--- src/logic/msev_pkg.sv ---
// holds the register map, event bit positions, reset values and carrier types
// assumes one clock domain; all event conditions arrive synchronous to core_clk
package msev_pkg;

  // ------------------------------------------------------------
  // register map
  // ------------------------------------------------------------
  localparam int unsigned ADDR_W         = 7;
  localparam int unsigned DATA_W         = 32;
  localparam int unsigned STAT_W         = 8;
  localparam logic [6:0]  ADDR_SPI_SEL   = 7'h0B;
  localparam logic [6:0]  ADDR_PROTECT   = 7'h0C;
  localparam logic [6:0]  ADDR_INT_SEL   = 7'h0D;
  localparam logic [6:0]  ADDR_EVENTS    = 7'h0E;

  localparam logic [31:0] RST_SPI_SEL    = 32'h8202_9805;
  localparam logic [31:0] RST_PROTECT    = 32'h0000_0000;
  localparam logic [31:0] RST_INT_SEL    = 32'h0000_0000;
  // reset-seen bit comes up set so software can tell a reset happened
  localparam logic [31:0] RST_EVENTS     = 32'h8000_0000;
  localparam logic [31:0] EV_RSVD_MASK   = 32'h0040_0000;
  localparam logic [31:0] ZERO_WORD      = 32'h0000_0000;

  // ------------------------------------------------------------
  // event bit positions
  // ------------------------------------------------------------
  localparam int unsigned EV_TARGET      = 0;
  localparam int unsigned EV_POS_COMP    = 1;
  localparam int unsigned EV_TOP_SPEED   = 2;
  localparam int unsigned EV_SPD_ZERO    = 3;
  localparam int unsigned EV_SPD_POS     = 4;
  localparam int unsigned EV_SPD_NEG     = 5;
  localparam int unsigned EV_RAMP_CONST  = 6;
  localparam int unsigned EV_RAMP_ACC    = 7;
  localparam int unsigned EV_RAMP_DEC    = 8;
  localparam int unsigned EV_TRAP_MAX    = 9;
  localparam int unsigned EV_FREEZE      = 10;
  localparam int unsigned EV_LEFT_SW     = 11;
  localparam int unsigned EV_RIGHT_SW    = 12;
  localparam int unsigned EV_LEFT_SOFT   = 13;
  localparam int unsigned EV_RIGHT_SOFT  = 14;
  localparam int unsigned EV_HOME_ERR    = 15;
  localparam int unsigned EV_POS_CAPT    = 16;
  localparam int unsigned EV_FULLSTEP    = 17;
  localparam int unsigned EV_ENC_DEV     = 18;
  localparam int unsigned EV_INDEX       = 19;
  localparam int unsigned EV_ENC_CAPT    = 20;
  localparam int unsigned EV_SER_ERR     = 21;
  localparam int unsigned EV_SER_CFG     = 23;
  localparam int unsigned EV_SER_FLAG    = 24;
  localparam int unsigned EV_DGRAM       = 25;
  localparam int unsigned EV_ENC_ZERO    = 26;
  localparam int unsigned EV_COMM_MAX    = 27;
  localparam int unsigned EV_LOOP_FIT    = 28;
  localparam int unsigned EV_STALL       = 29;
  localparam int unsigned EV_DRV_FLAG    = 30;
  localparam int unsigned EV_RESET       = 31;

  // ------------------------------------------------------------
  // codes
  // ------------------------------------------------------------
  localparam logic [1:0]  CODE_ZERO      = 2'h0;
  localparam logic [1:0]  CODE_UP        = 2'h1;
  localparam logic [1:0]  CODE_DOWN      = 2'h2;

  // ------------------------------------------------------------
  // carriers
  // ------------------------------------------------------------
  typedef struct packed {
    logic [6:0]  addr;
    logic        wr;
    logic        rd;
    logic [31:0] wdata;
  } msev_reg_req_t;

  typedef struct packed {
    logic        target_hit;
    logic        pos_compare_hit;
    logic        top_speed_hit;
    logic [1:0]  speed_sign_code;
    logic [1:0]  ramp_code;
    logic        trap_at_limit;
    logic [31:0] present_speed;
    logic [31:0] break_speed;
    logic        freeze_input_n;
    logic        left_end_switch;
    logic        right_end_switch;
    logic        left_switch_en;
    logic        right_switch_en;
    logic        left_soft_limit;
    logic        right_soft_limit;
    logic        left_limit_en;
    logic        right_limit_en;
    logic        left_limit_written;
    logic        right_limit_written;
    logic        home_mismatch;
    logic        home_outside_margin;
    logic        position_capture_event;
    logic        fullstep_mode_event;
    logic        encoder_deviation_event;
    logic        index_event;
    logic        encoder_capture_event;
    logic        serial_encoder_error_event;
    logic        serial_encoder_config_event;
    logic [3:0]  serial_encoder_flag_bits;
    logic        driver_datagram_sent;
    logic        encoder_speed_zero_event;
    logic        commutation_angle_limit_event;
    logic        loop_deviation_inner_event;
    logic        stall_stop;
    logic        driver_flag_event;
  } msev_cond_t;

endpackage

--- src/logic/msev_dir_hold.sv ---
// holds a one-direction motion block from a trigger until release
// assumes evt_flag is the sticky event bit of the same trigger
module msev_dir_hold
  import msev_pkg::*;
#(
  parameter bit LATCH_REL = 1'b0
) (
  // clock and reset
  input  wire logic core_clk,
  input  wire logic srst,
  // trigger and release
  input  wire logic trig,
  input  wire logic evt_flag,
  input  wire logic rel_now,
  // block state
  output logic      hold,
  output logic      hold_next
);

  typedef struct packed {
    logic hold;
    logic rel_seen;
  } msev_hold_st_t;

  msev_hold_st_t st_ff;
  msev_hold_st_t nxt_st;

  // a release pulse may come before software clears the event, so keep it
  always_comb begin
    nxt_st = st_ff;
    if (trig) begin
      nxt_st.hold     = 1'b1;
      nxt_st.rel_seen = 1'b0;
    end else if (st_ff.hold) begin
      if (LATCH_REL && rel_now) begin
        nxt_st.rel_seen = 1'b1;
      end
      if (!evt_flag && (rel_now || st_ff.rel_seen)) begin
        nxt_st.hold     = 1'b0;
        nxt_st.rel_seen = 1'b0;
      end
    end
  end

  always_ff @(posedge core_clk) begin
    if (srst) begin
      st_ff <= '0;
    end else begin
      st_ff <= nxt_st;
    end
  end

  assign hold      = st_ff.hold;
  assign hold_next = nxt_st.hold;

endmodule

--- src/logic/msev_edge.sv ---
// rising-edge detector over a vector of condition levels
// assumes levels are synchronous to core_clk
module msev_edge
  import msev_pkg::*;
#(
  parameter int unsigned WIDTH = 32
) (
  // clock and reset
  input  wire logic             core_clk,
  input  wire logic             srst,
  // levels in, one-cycle rises out
  input  wire logic [WIDTH-1:0] level,
  output logic      [WIDTH-1:0] rise
);

  typedef struct packed {
    logic [WIDTH-1:0] prev;
  } msev_edge_st_t;

  msev_edge_st_t st_ff;
  msev_edge_st_t nxt_st;

  always_comb begin
    nxt_st      = st_ff;
    nxt_st.prev = level;
  end

  always_ff @(posedge core_clk) begin
    if (srst) begin
      st_ff <= '0;
    end else begin
      st_ff <= nxt_st;
    end
  end

  assign rise = level & ~st_ff.prev;

endmodule

--- src/logic/msev_top.sv ---
// sticky motion status event register with read-clear, protection,
// interrupt and spi status forwarding, and direction blocking
// assumes register port and all condition levels are synchronous to core_clk
//
// What this block does
// - set bits 0-2 on target, compare, top speed
// - set bits 3-5 when speed sign code changes
// - set bits 6-8 when ramp code changes
// - set bit 9 on trapezoid limit above break
// - bit 10 on freeze low; motion stops until reset
// - bit 11 left switch; block negative until released
// - bit 12 right switch; block positive until released
// - bit 13 left soft limit; block negative until released
// - bit 14 right soft limit; block positive until released
// - bit 15 on home polarity error outside margin
// - bit 16 on position capture or homing done
// - bit 17 when fullstep mode becomes active
// - bits 18-20 encoder deviation, index, capture
// - bits 21,23,24 serial encoder events; 22 reserved
// - bit 25 per datagram sent to driver
// - bits 26-28 encoder zero, angle max, loop fit
// - bit 29 on stall that stopped ramp
// - bit 30 on selected driver flag
// - bit 31 set by reset
// - read clears events except protected bits
// - interrupt when any selected event active
// - selected events 0-7 drive the eight spi status bits
module msev_top
  import msev_pkg::*;
(
  // clock and reset
  input  wire logic          core_clk,
  input  wire logic          srst,
  // register access
  input  wire msev_reg_req_t reg_req,
  output logic [31:0]        reg_rdata,
  // event conditions
  input  wire msev_cond_t    cond,
  // status outputs
  output logic [7:0]         spi_status,
  output logic               interrupt_output,
  output logic               motion_neg_block,
  output logic               motion_pos_block,
  output logic               motion_freeze_event
);

  // ------------------------------------------------------------
  // state
  // ------------------------------------------------------------
  typedef struct packed {
    logic [31:0] events;
    logic [31:0] spi_sel;
    logic [31:0] protect;
    logic [31:0] int_sel;
    logic [31:0] rdata;
    logic [7:0]  spi_status;
    logic        irq;
    logic        freeze_event;
    logic        neg_block;
    logic        pos_block;
  } msev_top_st_t;

  msev_top_st_t st_ff;
  msev_top_st_t nxt_st;

  logic [31:0] level;
  logic [31:0] rise;
  logic [31:0] spd_mag;
  logic        hold_l;
  logic        hold_r;
  logic        hold_vl;
  logic        hold_vr;
  logic        nxt_hold_l;
  logic        nxt_hold_r;
  logic        nxt_hold_vl;
  logic        nxt_hold_vr;
  logic        rd_events;

  // ------------------------------------------------------------
  // condition levels
  // ------------------------------------------------------------
  always_comb begin
    spd_mag = cond.present_speed;
    if (cond.present_speed[31]) begin
      spd_mag = 32'h0000_0000 - cond.present_speed;
    end
    level                = '0;
    level[EV_TARGET]     = cond.target_hit;
    level[EV_POS_COMP]   = cond.pos_compare_hit;
    level[EV_TOP_SPEED]  = cond.top_speed_hit;
    level[EV_SPD_ZERO]   = (cond.speed_sign_code == CODE_ZERO);
    level[EV_SPD_POS]    = (cond.speed_sign_code == CODE_UP);
    level[EV_SPD_NEG]    = (cond.speed_sign_code == CODE_DOWN);
    level[EV_RAMP_CONST] = (cond.ramp_code == CODE_ZERO);
    level[EV_RAMP_ACC]   = (cond.ramp_code == CODE_UP);
    level[EV_RAMP_DEC]   = (cond.ramp_code == CODE_DOWN);
    level[EV_TRAP_MAX]   = cond.trap_at_limit && (cond.break_speed != ZERO_WORD)
                           && (spd_mag > cond.break_speed);
    level[EV_FREEZE]     = !cond.freeze_input_n;
    level[EV_LEFT_SW]    = cond.left_end_switch && cond.left_switch_en;
    level[EV_RIGHT_SW]   = cond.right_end_switch && cond.right_switch_en;
    level[EV_LEFT_SOFT]  = cond.left_soft_limit && cond.left_limit_en;
    level[EV_RIGHT_SOFT] = cond.right_soft_limit && cond.right_limit_en;
    level[EV_HOME_ERR]   = cond.home_mismatch && cond.home_outside_margin;
    level[EV_POS_CAPT]   = cond.position_capture_event;
    level[EV_FULLSTEP]   = cond.fullstep_mode_event;
    level[EV_ENC_DEV]    = cond.encoder_deviation_event;
    level[EV_INDEX]      = cond.index_event;
    level[EV_ENC_CAPT]   = cond.encoder_capture_event;
    level[EV_SER_ERR]    = cond.serial_encoder_error_event;
    level[EV_SER_CFG]    = cond.serial_encoder_config_event;
    level[EV_SER_FLAG]   = |cond.serial_encoder_flag_bits;
    level[EV_DGRAM]      = cond.driver_datagram_sent;
    level[EV_ENC_ZERO]   = cond.encoder_speed_zero_event;
    level[EV_COMM_MAX]   = cond.commutation_angle_limit_event;
    level[EV_LOOP_FIT]   = cond.loop_deviation_inner_event;
    level[EV_STALL]      = cond.stall_stop;
    level[EV_DRV_FLAG]   = cond.driver_flag_event;
  end

  // level inputs: back-to-back datagram pulses merge into one rise
  msev_edge #(
    .WIDTH (32)
  ) u_edge (
    .core_clk (core_clk),
    .srst     (srst),
    .level    (level),
    .rise     (rise)
  );

  // ------------------------------------------------------------
  // direction holds
  // ------------------------------------------------------------
  msev_dir_hold #(.LATCH_REL (1'b0)) u_hold_l (
    .core_clk  (core_clk),
    .srst      (srst),
    .trig      (rise[EV_LEFT_SW]),
    .evt_flag  (st_ff.events[EV_LEFT_SW]),
    .rel_now   (!cond.left_end_switch || !cond.left_switch_en),
    .hold      (hold_l),
    .hold_next (nxt_hold_l)
  );

  msev_dir_hold #(.LATCH_REL (1'b0)) u_hold_r (
    .core_clk  (core_clk),
    .srst      (srst),
    .trig      (rise[EV_RIGHT_SW]),
    .evt_flag  (st_ff.events[EV_RIGHT_SW]),
    .rel_now   (!cond.right_end_switch || !cond.right_switch_en),
    .hold      (hold_r),
    .hold_next (nxt_hold_r)
  );

  msev_dir_hold #(.LATCH_REL (1'b1)) u_hold_vl (
    .core_clk  (core_clk),
    .srst      (srst),
    .trig      (rise[EV_LEFT_SOFT]),
    .evt_flag  (st_ff.events[EV_LEFT_SOFT]),
    .rel_now   (cond.left_limit_written || !cond.left_limit_en),
    .hold      (hold_vl),
    .hold_next (nxt_hold_vl)
  );

  msev_dir_hold #(.LATCH_REL (1'b1)) u_hold_vr (
    .core_clk  (core_clk),
    .srst      (srst),
    .trig      (rise[EV_RIGHT_SOFT]),
    .evt_flag  (st_ff.events[EV_RIGHT_SOFT]),
    .rel_now   (cond.right_limit_written || !cond.right_limit_en),
    .hold      (hold_vr),
    .hold_next (nxt_hold_vr)
  );

  // ------------------------------------------------------------
  // registers and next state
  // ------------------------------------------------------------
  assign rd_events = reg_req.rd && (reg_req.addr == ADDR_EVENTS);

  always_comb begin
    nxt_st = st_ff;
    if (reg_req.wr) begin
      case (reg_req.addr)
        ADDR_SPI_SEL: nxt_st.spi_sel = reg_req.wdata;
        ADDR_PROTECT: nxt_st.protect = reg_req.wdata;
        ADDR_INT_SEL: nxt_st.int_sel = reg_req.wdata;
        default:      nxt_st.spi_sel = st_ff.spi_sel;
      endcase
    end
    if (reg_req.rd) begin
      case (reg_req.addr)
        ADDR_SPI_SEL: nxt_st.rdata = st_ff.spi_sel;
        ADDR_PROTECT: nxt_st.rdata = st_ff.protect;
        ADDR_INT_SEL: nxt_st.rdata = st_ff.int_sel;
        ADDR_EVENTS:  nxt_st.rdata = st_ff.events;
        default:      nxt_st.rdata = ZERO_WORD;
      endcase
    end
    // protected bits survive the read; fresh rises win over the clear
    if (rd_events) begin
      nxt_st.events = st_ff.events & st_ff.protect;
    end
    nxt_st.events = (nxt_st.events | rise) & ~EV_RSVD_MASK;
    nxt_st.freeze_event = st_ff.freeze_event || rise[EV_FREEZE];
    nxt_st.irq        = |(nxt_st.events & nxt_st.int_sel);
    nxt_st.spi_status = nxt_st.events[7:0] & nxt_st.spi_sel[7:0];
    nxt_st.neg_block  = nxt_hold_l || nxt_hold_vl || nxt_st.freeze_event;
    nxt_st.pos_block  = nxt_hold_r || nxt_hold_vr || nxt_st.freeze_event;
  end

  always_ff @(posedge core_clk) begin
    if (srst) begin
      st_ff            <= '0;
      st_ff.events     <= RST_EVENTS;
      st_ff.spi_sel    <= RST_SPI_SEL;
      st_ff.protect    <= RST_PROTECT;
      st_ff.int_sel    <= RST_INT_SEL;
    end else begin
      st_ff <= nxt_st;
    end
  end

  assign reg_rdata        = st_ff.rdata;
  assign spi_status       = st_ff.spi_status;
  assign interrupt_output = st_ff.irq;
  assign motion_neg_block = st_ff.neg_block;
  assign motion_pos_block = st_ff.pos_block;
  assign motion_freeze_event    = st_ff.freeze_event;
endmodule

--- config.mk ---
export PLATFORM = sky130hd
export DESIGN_NAME = msev_top
export DESIGN_NICKNAME = d
export VERILOG_FILES = /design/src/logic/msev_pkg.sv /design/src/logic/msev_dir_hold.sv /design/src/logic/msev_edge.sv /design/src/logic/msev_top.sv
export SDC_FILE = /design/constraint.sdc
export NUM_CORES = 1
export LEC_CHECK = 0
export BUFFER_PORTS_ARGS = -buffer_cell sky130_fd_sc_hd__buf_2
export CORE_AREA = 2 2 130 132
export DETAILED_ROUTE_END_ITERATION = 8
export DIE_AREA = 0 0 132 134
export PLACE_DENSITY = 0.85
export SLEW_MARGIN = 30
export SYNTH_ARGS = -nofsm -noshare
export SYNTH_HDL_FRONTEND = slang
export SYNTH_SLANG_ARGS = --single-unit
--- constraint.sdc ---
create_clock -name core_clk -period 7.7 [get_ports core_clk]
set_input_delay 2.31 -clock core_clk [delete_from_list [all_inputs] [get_ports core_clk]]
set_output_delay 2.31 -clock core_clk [all_outputs]
set_load 0.005 [all_outputs]
==> flow_metrics.tcl, run 1 <==
set metrics [dict create \
    p_sw_uw 558 \
    antenna_found_initial 0 \
    cts-resized-gates 0 \
    clock_sinks 207 \
    synth_area_leaders "dfxtp_1 43%, a21oi_1 8.1%, nand2_1 6.2%, nor2_1 5.2%, ha_1 4.3%" \
    die_area_um2 17700 \
    slew_viol_final 0 \
    drc_errors 0 \
    post-route-min-period_ns 5.46 \
    yosysSeqAreaShare_pct 42.9 \
    cp.required_ns 8.03 \
    start_kind "primary input" \
    rsz0062_at_grt "false" \
    place_congestion 0.876 \
    tightest_slew_ns 0.967 \
    synthCells 1187 \
    cts_made_buffers 20 \
    grt_pass1_wl_mm 43.9 \
    worst_ep_arrival_time_ns 5.80 \
    cts_tree "yes" \
    clk_pin_slew_ns 0.06 \
    min_path_type "reg -> reg" \
    gr-usage-all-layers_pct 30.3 \
    dr.pass1.iters 8 \
    post_cts_buffers 0 \
    crit_type "in -> reg" \
    wl_mm 27.5 \
    peakVddDrop_uv 177 \
    io_buffers 188 \
    initial_core_util_pct 59.3 \
    slew_headroom_pct 35.5 \
    synth_nets 1365 \
    syn_area_per_cell_um2 8.13 \
    hpwl_mm 18.2 \
    ys_ff_latch 207 \
    ios 189 \
    top_layer_used "met4" \
    post_drt_wl_per_cell_um 17.9 \
    power.leakage_uw 0.00451 \
    post-synth-top-count-cell "dfxtp_1" \
    area_growth_syn_to_layout_pct 15.3 \
    power.share.clock_pct 44.1 \
    crit_fanout 19 \
    holdBufCountCts 0 \
    finalNetCount 1477 \
    finClkSkew_ns 0.00737 \
    ys_warn_count 0 \
    status "completed" \
    period_share_pct 70.9 \
    synth_top_cell_area_share_pct 42.9 \
    cts_root_buffer "clkbuf_16" \
    wl_met1_mm 11.1 \
    drtAntennaViolNets 0 \
    drt_iter0_markers 1154 \
    vias_per_cell 6.00 \
    rows 47 \
    antenna_cells 0 \
    cap_violations 0 \
    yosys-top-cells-count "207 x dfxtp_1, 159 x nand2_1, 156 x a21oi_1, 135 x nor2_1, 61 x clkbuf_1" \
    drive_gt1_share_pct 18.6 \
    synth_cell_types 52 \
    overflow 0 \
    power.density_nw_per_um2 214 \
    place_ws_ns 1.83 \
    die_h_um 134 \
    synth_ff_type "dfxtp_1" \
    finalHoldViolCount 0 \
    route.vias.total 9203 \
    htree_levels 1 \
    multi_input_area_um2 4790 \
    synth.largest_area_cell "dfxtp_1" \
    ys_async_sr_fraction_pct 0 \
    grt_pass1_vias 8778 \
    wl_met3_mm 2.74 \
    power_frac_seq_pct 46.5 \
    met2_length_mm 12.9 \
    end_kind "flip-flop" \
    fmax_ghz 0.183 \
    fillers 1327 \
    grt_max_degree 105 \
    clkLatencyLatePin_ns 0.49 \
    netlist_area_um2 9660 \
    swShare_pct 23.4 \
    register_area_um2 4140 \
    pwr-share-comb_pct 9.4 \
    cts_max_path_buffers 3 \
    die_w_um 132 \
    worst_slack_ns 2.24 \
    internal_power_uw 1820 \
    finalSetupTns_ns 0 \
    synth_edf_count 0 \
    coreArea_um2 16300 \
    finalSetupViolCount 0 \
]
==> power by group through the flow <==
| stage | combinational [µW] | clock (µW) | sequential, µW |
|---|---|---|---|
| after global placement | 215 | 0 | 1130 |
| after floorplan | 128 | 0 | 1130 |
| after detailed placement | 219 | 0 | 1130 |
| after global routing | 249 | 1100 | 1110 |
| final | 224 | 1050 | 1110 |
| after CTS | 221 | 1050 | 1110 |
==> logic make-up (layout without fill, tap and decap cells) <==
logic type | after synthesis | in the layout | share of synthesized area, %
buffers and inverters | 157 | 283 | 7.80
multiplexers | 39 | 39 | 4.07
adder cells (fa/ha/maj) | 33 | 33 | 4.28
flip-flops | 207 | 207 | 42.9
XOR/XNOR | 30 | 30 | 2.72
AO/OA/AOI/OAI | 284 | 284 | 17.9
AND/OR/NAND/NOR | 437 | 437 | 20.3
==> path summary, 6_finish.rpt <==
check / slack, ns / cells past startpoint / from / to
setup / recovery: 2.24 / 9 / reg_req[39] / interrupt_output$_SDFF_PP0_
hold / removal: 0.46 / 2 / st_ff[135]$_SDFFE_PP0P_ / st_ff[135]$_SDFFE_PP0P_
setup reg to reg: 5.48 / 6 / st_ff[86]$_SDFFE_PP0P_ / interrupt_output$_SDFF_PP0_
hold reg to reg: 0.46 / 2 / st_ff[135]$_SDFFE_PP0P_ / st_ff[135]$_SDFFE_PP0P_
==> placed cells by master, fill, tap and decap left out, drive strengths merged, types with 3 or more instances in the layout <==
master	n
o31ai	14
or3	6
or4	5
bufinv	3
a22oi	3
nand3b	6
nor2	135
nor4	14
dfxtp	207
buf	199
ha	33
o22ai	14
nor2b	14
nand3	40
a222oi	32
a21o	4
nand2b	16
inv	48
o21ai	39
nand4	7
clkbuf	29
xnor2	30
o21a	3
nand2	159
mux2i	37
o41ai	6
a21oi	157
nor3b	4
or2	3
nor3	19
and2	3
==> state kept, by name, indices dropped and copies added, names as in the netlist <==
name                 cells
u_hold_vr.st_ff          1
interrupt_output         1
u_hold_vl.hold           1
u_edge.st_ff            30
motion_pos_block         1
u_hold_vl.st_ff          1
u_hold_r.hold            1
st_ff                  127
u_hold_vr.hold           1
motion_freeze_event      1
u_hold_l.hold            1
reg_rdata               32
motion_neg_block         1
spi_status               8
==> through the flow <==
step | std cells | utilization, % | hold WS (ns) | cell area [µm²] | power (µW)
after CTS | 1533 | 68.3 | 0.456 | 11100 | 2380
after global placement | 1497 | 63.9 | 0.442 | 10400 | 1350
final | 1533 | 68.4 | 0.458 | 11100 | 2380
after floorplan | 1187 | - | 0.436 | 9660 | 1260
after global routing | 1533 | 68.4 | 0.472 | 11100 | 2460
after detailed placement | 1497 | 63.9 | 0.448 | 10400 | 1350
==> worst max-delay path, stage by stage <==
cell and delay [ns]:
buf_2 0.11, or4b_1 0.86, nor2_4 0.52, buf_4 0.43, mux2_2 0.39, a2111oi_0 0.44
o2111ai_1 0.20, nor4_1 0.37, o32ai_1 0.15
==> layer usage <==
metal	GRT usage, %	up-vias
li1	-	4339
met4	11.7	0
met2	50.4	530
met3	5.18	68
met5	0	-
met1	39.5	4266
==> cell type report <==
| type | count | area share [%] |
|---|---|---|
| tap | 220 | 2.47 |
| sequential | 207 | 37.2 |
| clock inverter | 7 | 1.03 |
| multi-input combinational | 823 | 43.0 |
| inverter | 48 | 1.62 |
| clock buffer | 29 | 5.35 |
| timing repair buffer | 199 | 9.28 |
Note: power is estimated with default switching activity, not from simulation.
==> run 2: changes to the inputs <==
- ABC_AREA: unset -> 1
- CORE_AREA: 2 2 130 132 -> 2 2 148 150
- DIE_AREA: 0 0 132 134 -> 0 0 150 152
- PLACE_DENSITY: 0.85 -> 0.76
- clock period: 7.7 -> 4.7 ns (I/O delays scaled with it)
==> flow_metrics.tcl, run 2 <==
set metrics [dict create \
    synth_cell_types 45 \
    largest_reg_flops 127 \
    finalNetCount 1826 \
    synth_area_leaders "dfxtp_1 39%, nand2_1 12%, inv_1 7.7%, o21ai_0 5.5%, a21oi_1 4.8%" \
    rr_worst_depth 12 \
    tightest_slew_ns 0.750 \
    yosys-top-cells-count "343 x nand2_1, 218 x inv_1, 207 x dfxtp_1, 134 x nor2_1, 118 x o21ai_0" \
    end_kind "flip-flop" \
    clk_pin_slew_ns 0.06 \
    crit_type "in -> reg" \
    post_cts_buffers 0 \
    period_share_pct 80.0 \
    regMostFlops "st_ff" \
    status "completed" \
    cts_tree "yes" \
    slew_headroom_pct 50.0 \
    cp.required_ns 5.10 \
    io_buffers 188 \
    start_kind "primary input" \
    post_drt_wl_per_cell_um 14.6 \
    post-synth-top-count-cell "nand2_1" \
    synth_top_cell_area_share_pct 38.9 \
    rsz0062_at_grt "false" \
    synth_edf_count 0 \
    peakVddDrop_uv 196 \
    fillers 2060 \
    grt_pass1_vias 9517 \
    clkLatencyLatePin_ns 0.50 \
    finalHoldViolCount 0 \
    drt_iter0_markers 884 \
    hold_depth 2 \
    clock_sinks 207 \
    synth_ff_type "dfxtp_1" \
    cap_violations 0 \
    ys_ff_latch 207 \
    final_cell_mix "343 x nand2_1, 217 x inv_1, 207 x dfxtp_1" \
    min_path_type "reg -> reg" \
    drive_gt1_share_pct 16.8 \
    syn_area_per_cell_um2 6.96 \
    place_congestion 0.897 \
    final_core_utilization_pct 57.1 \
    coreArea_um2 21400 \
    finalSetupViolCount 0 \
    die_area_um2 22800 \
    wl_mm 28.4 \
    grt_pass1_wl_mm 46.2 \
    initial_core_util_pct 49.9 \
    power.density_nw_per_um2 331 \
    hpwl_mm 19.8 \
    grt_max_degree 97 \
    finClkSkew_ns 0.00988 \
    rows 54 \
    synth.largest_area_cell "dfxtp_1" \
    ys_async_sr_fraction_pct 0 \
    gr-usage-all-layers_pct 24.6 \
    fmax_ghz 0.266 \
    die_w_um 150 \
    dr.pass1.iters 5 \
    drtAntennaViolNets 0 \
    route.vias.total 10102 \
    cts_made_buffers 22 \
    power.leakage_uw 0.00584 \
    worst_ep_arrival_time_ns 4.16 \
    cts-resized-gates 0 \
    area_growth_syn_to_layout_pct 14.4 \
    ys_warn_count 0 \
    crit_fanout 4 \
    die_h_um 152 \
    holdBufCountCts 0 \
    cts_root_buffer "clkbuf_16" \
    drc_errors 0 \
    layout_commonest_cell "nand2_1" \
    antenna_found_initial 4 \
    synth_nets 1709 \
    finalSetupTns_ns 0 \
    synthCells 1531 \
    htree_levels 1 \
    ios 189 \
    slew_viol_final 0 \
    overflow 0 \
    cts_max_path_buffers 3 \
    yosysSeqAreaShare_pct 38.9 \
    vias_per_cell 5.19 \
    netlist_area_um2 10700 \
    post-route-min-period_ns 3.76 \
]
[run 2: cell families (layout without fill, tap and decap cells)]
kind of cell    Yosys count  in the layout  synth area share (%)
compound gates          290            290                  14.8
xor+xnor                 28             28                  2.30
simple gates            641            641                  26.3
fa+ha+maj                33             33                  3.88
flops                   207            207                  38.9
buf+inv                 332            465                  13.9
other cells               0              3                     0
[run 2: metrics by stage]
stage          area, µm²  setup WS, ns  power (µW)  hold WS (ns)  instances
6_report           12200         0.939        4030         0.449       1947
2_1_floorplan      10700         0.973        2100         0.425       1531
5_1_grt            12200         0.592        4190         0.468       1944
3_5_place_dp       11400         0.462        2250         0.441       1904
3_3_place_gp       11400         0.567        2240         0.438       1904
4_1_cts            12200         0.990        4060         0.450       1944
[run 2: power by group]
part / internal (µW) / switching [µW]
clock: 1120 / 698
combinational: 153 / 240
sequential: 1800 / 21.4
total: 3070 / 960
[run 2: worst paths after layout]
kind,endpoint,slack [ns],start
max,interrupt_output$_SDFF_PP0_,0.94,cond[62]
min,st_ff[118]$_SDFFE_PP0P_,0.45,st_ff[118]$_SDFFE_PP0P_
max reg2reg,interrupt_output$_SDFF_PP0_,3.22,st_ff[147]$_SDFF_PP0_
min reg2reg,st_ff[118]$_SDFFE_PP0P_,0.45,st_ff[118]$_SDFFE_PP0P_
[run 2: layer usage]
layer	vias to the layer above	GRT usage, %	part of all wire, %
met5	-	0	0.046
met4	2	7.32	2.2
met3	46	4.02	9.3
met2	419	39.5	44
met1	4514	33.9	44
li1	5121	-	-
[run 2: layout make-up]
cell class,instances,area (µm²),area share [%]
multi-input cells,992,5030,41.3
flip-flops and latches,207,4140,34.0
repair buffers,200,1040,8.51
inverters,225,846,6.94
clock buffers,29,638,5.23
well taps,280,350,2.87
clock inverters,11,134,1.10
diodes,3,7.51,0.0616
[run 2: critical path: stages]
cell	delay [ns]
buf_2	0.09
inv_1	0.08
ha_1	0.17
nand3_1	0.12
nor2_1	0.16
nand3_1	0.11
nor3_1	0.18
nand4_1	0.22
nand2_1	0.15
o21ai_0	0.11
xor2_1	0.16
ha_1	0.28
nand2_1	0.06
nor2_1	0.14
nand2_1	0.10
nor2_1	0.13
and3_1	0.15
nor2_1	0.05
nand3b_1	0.07
nand2_1	0.06
nand2_1	0.07
nand2_1	0.05
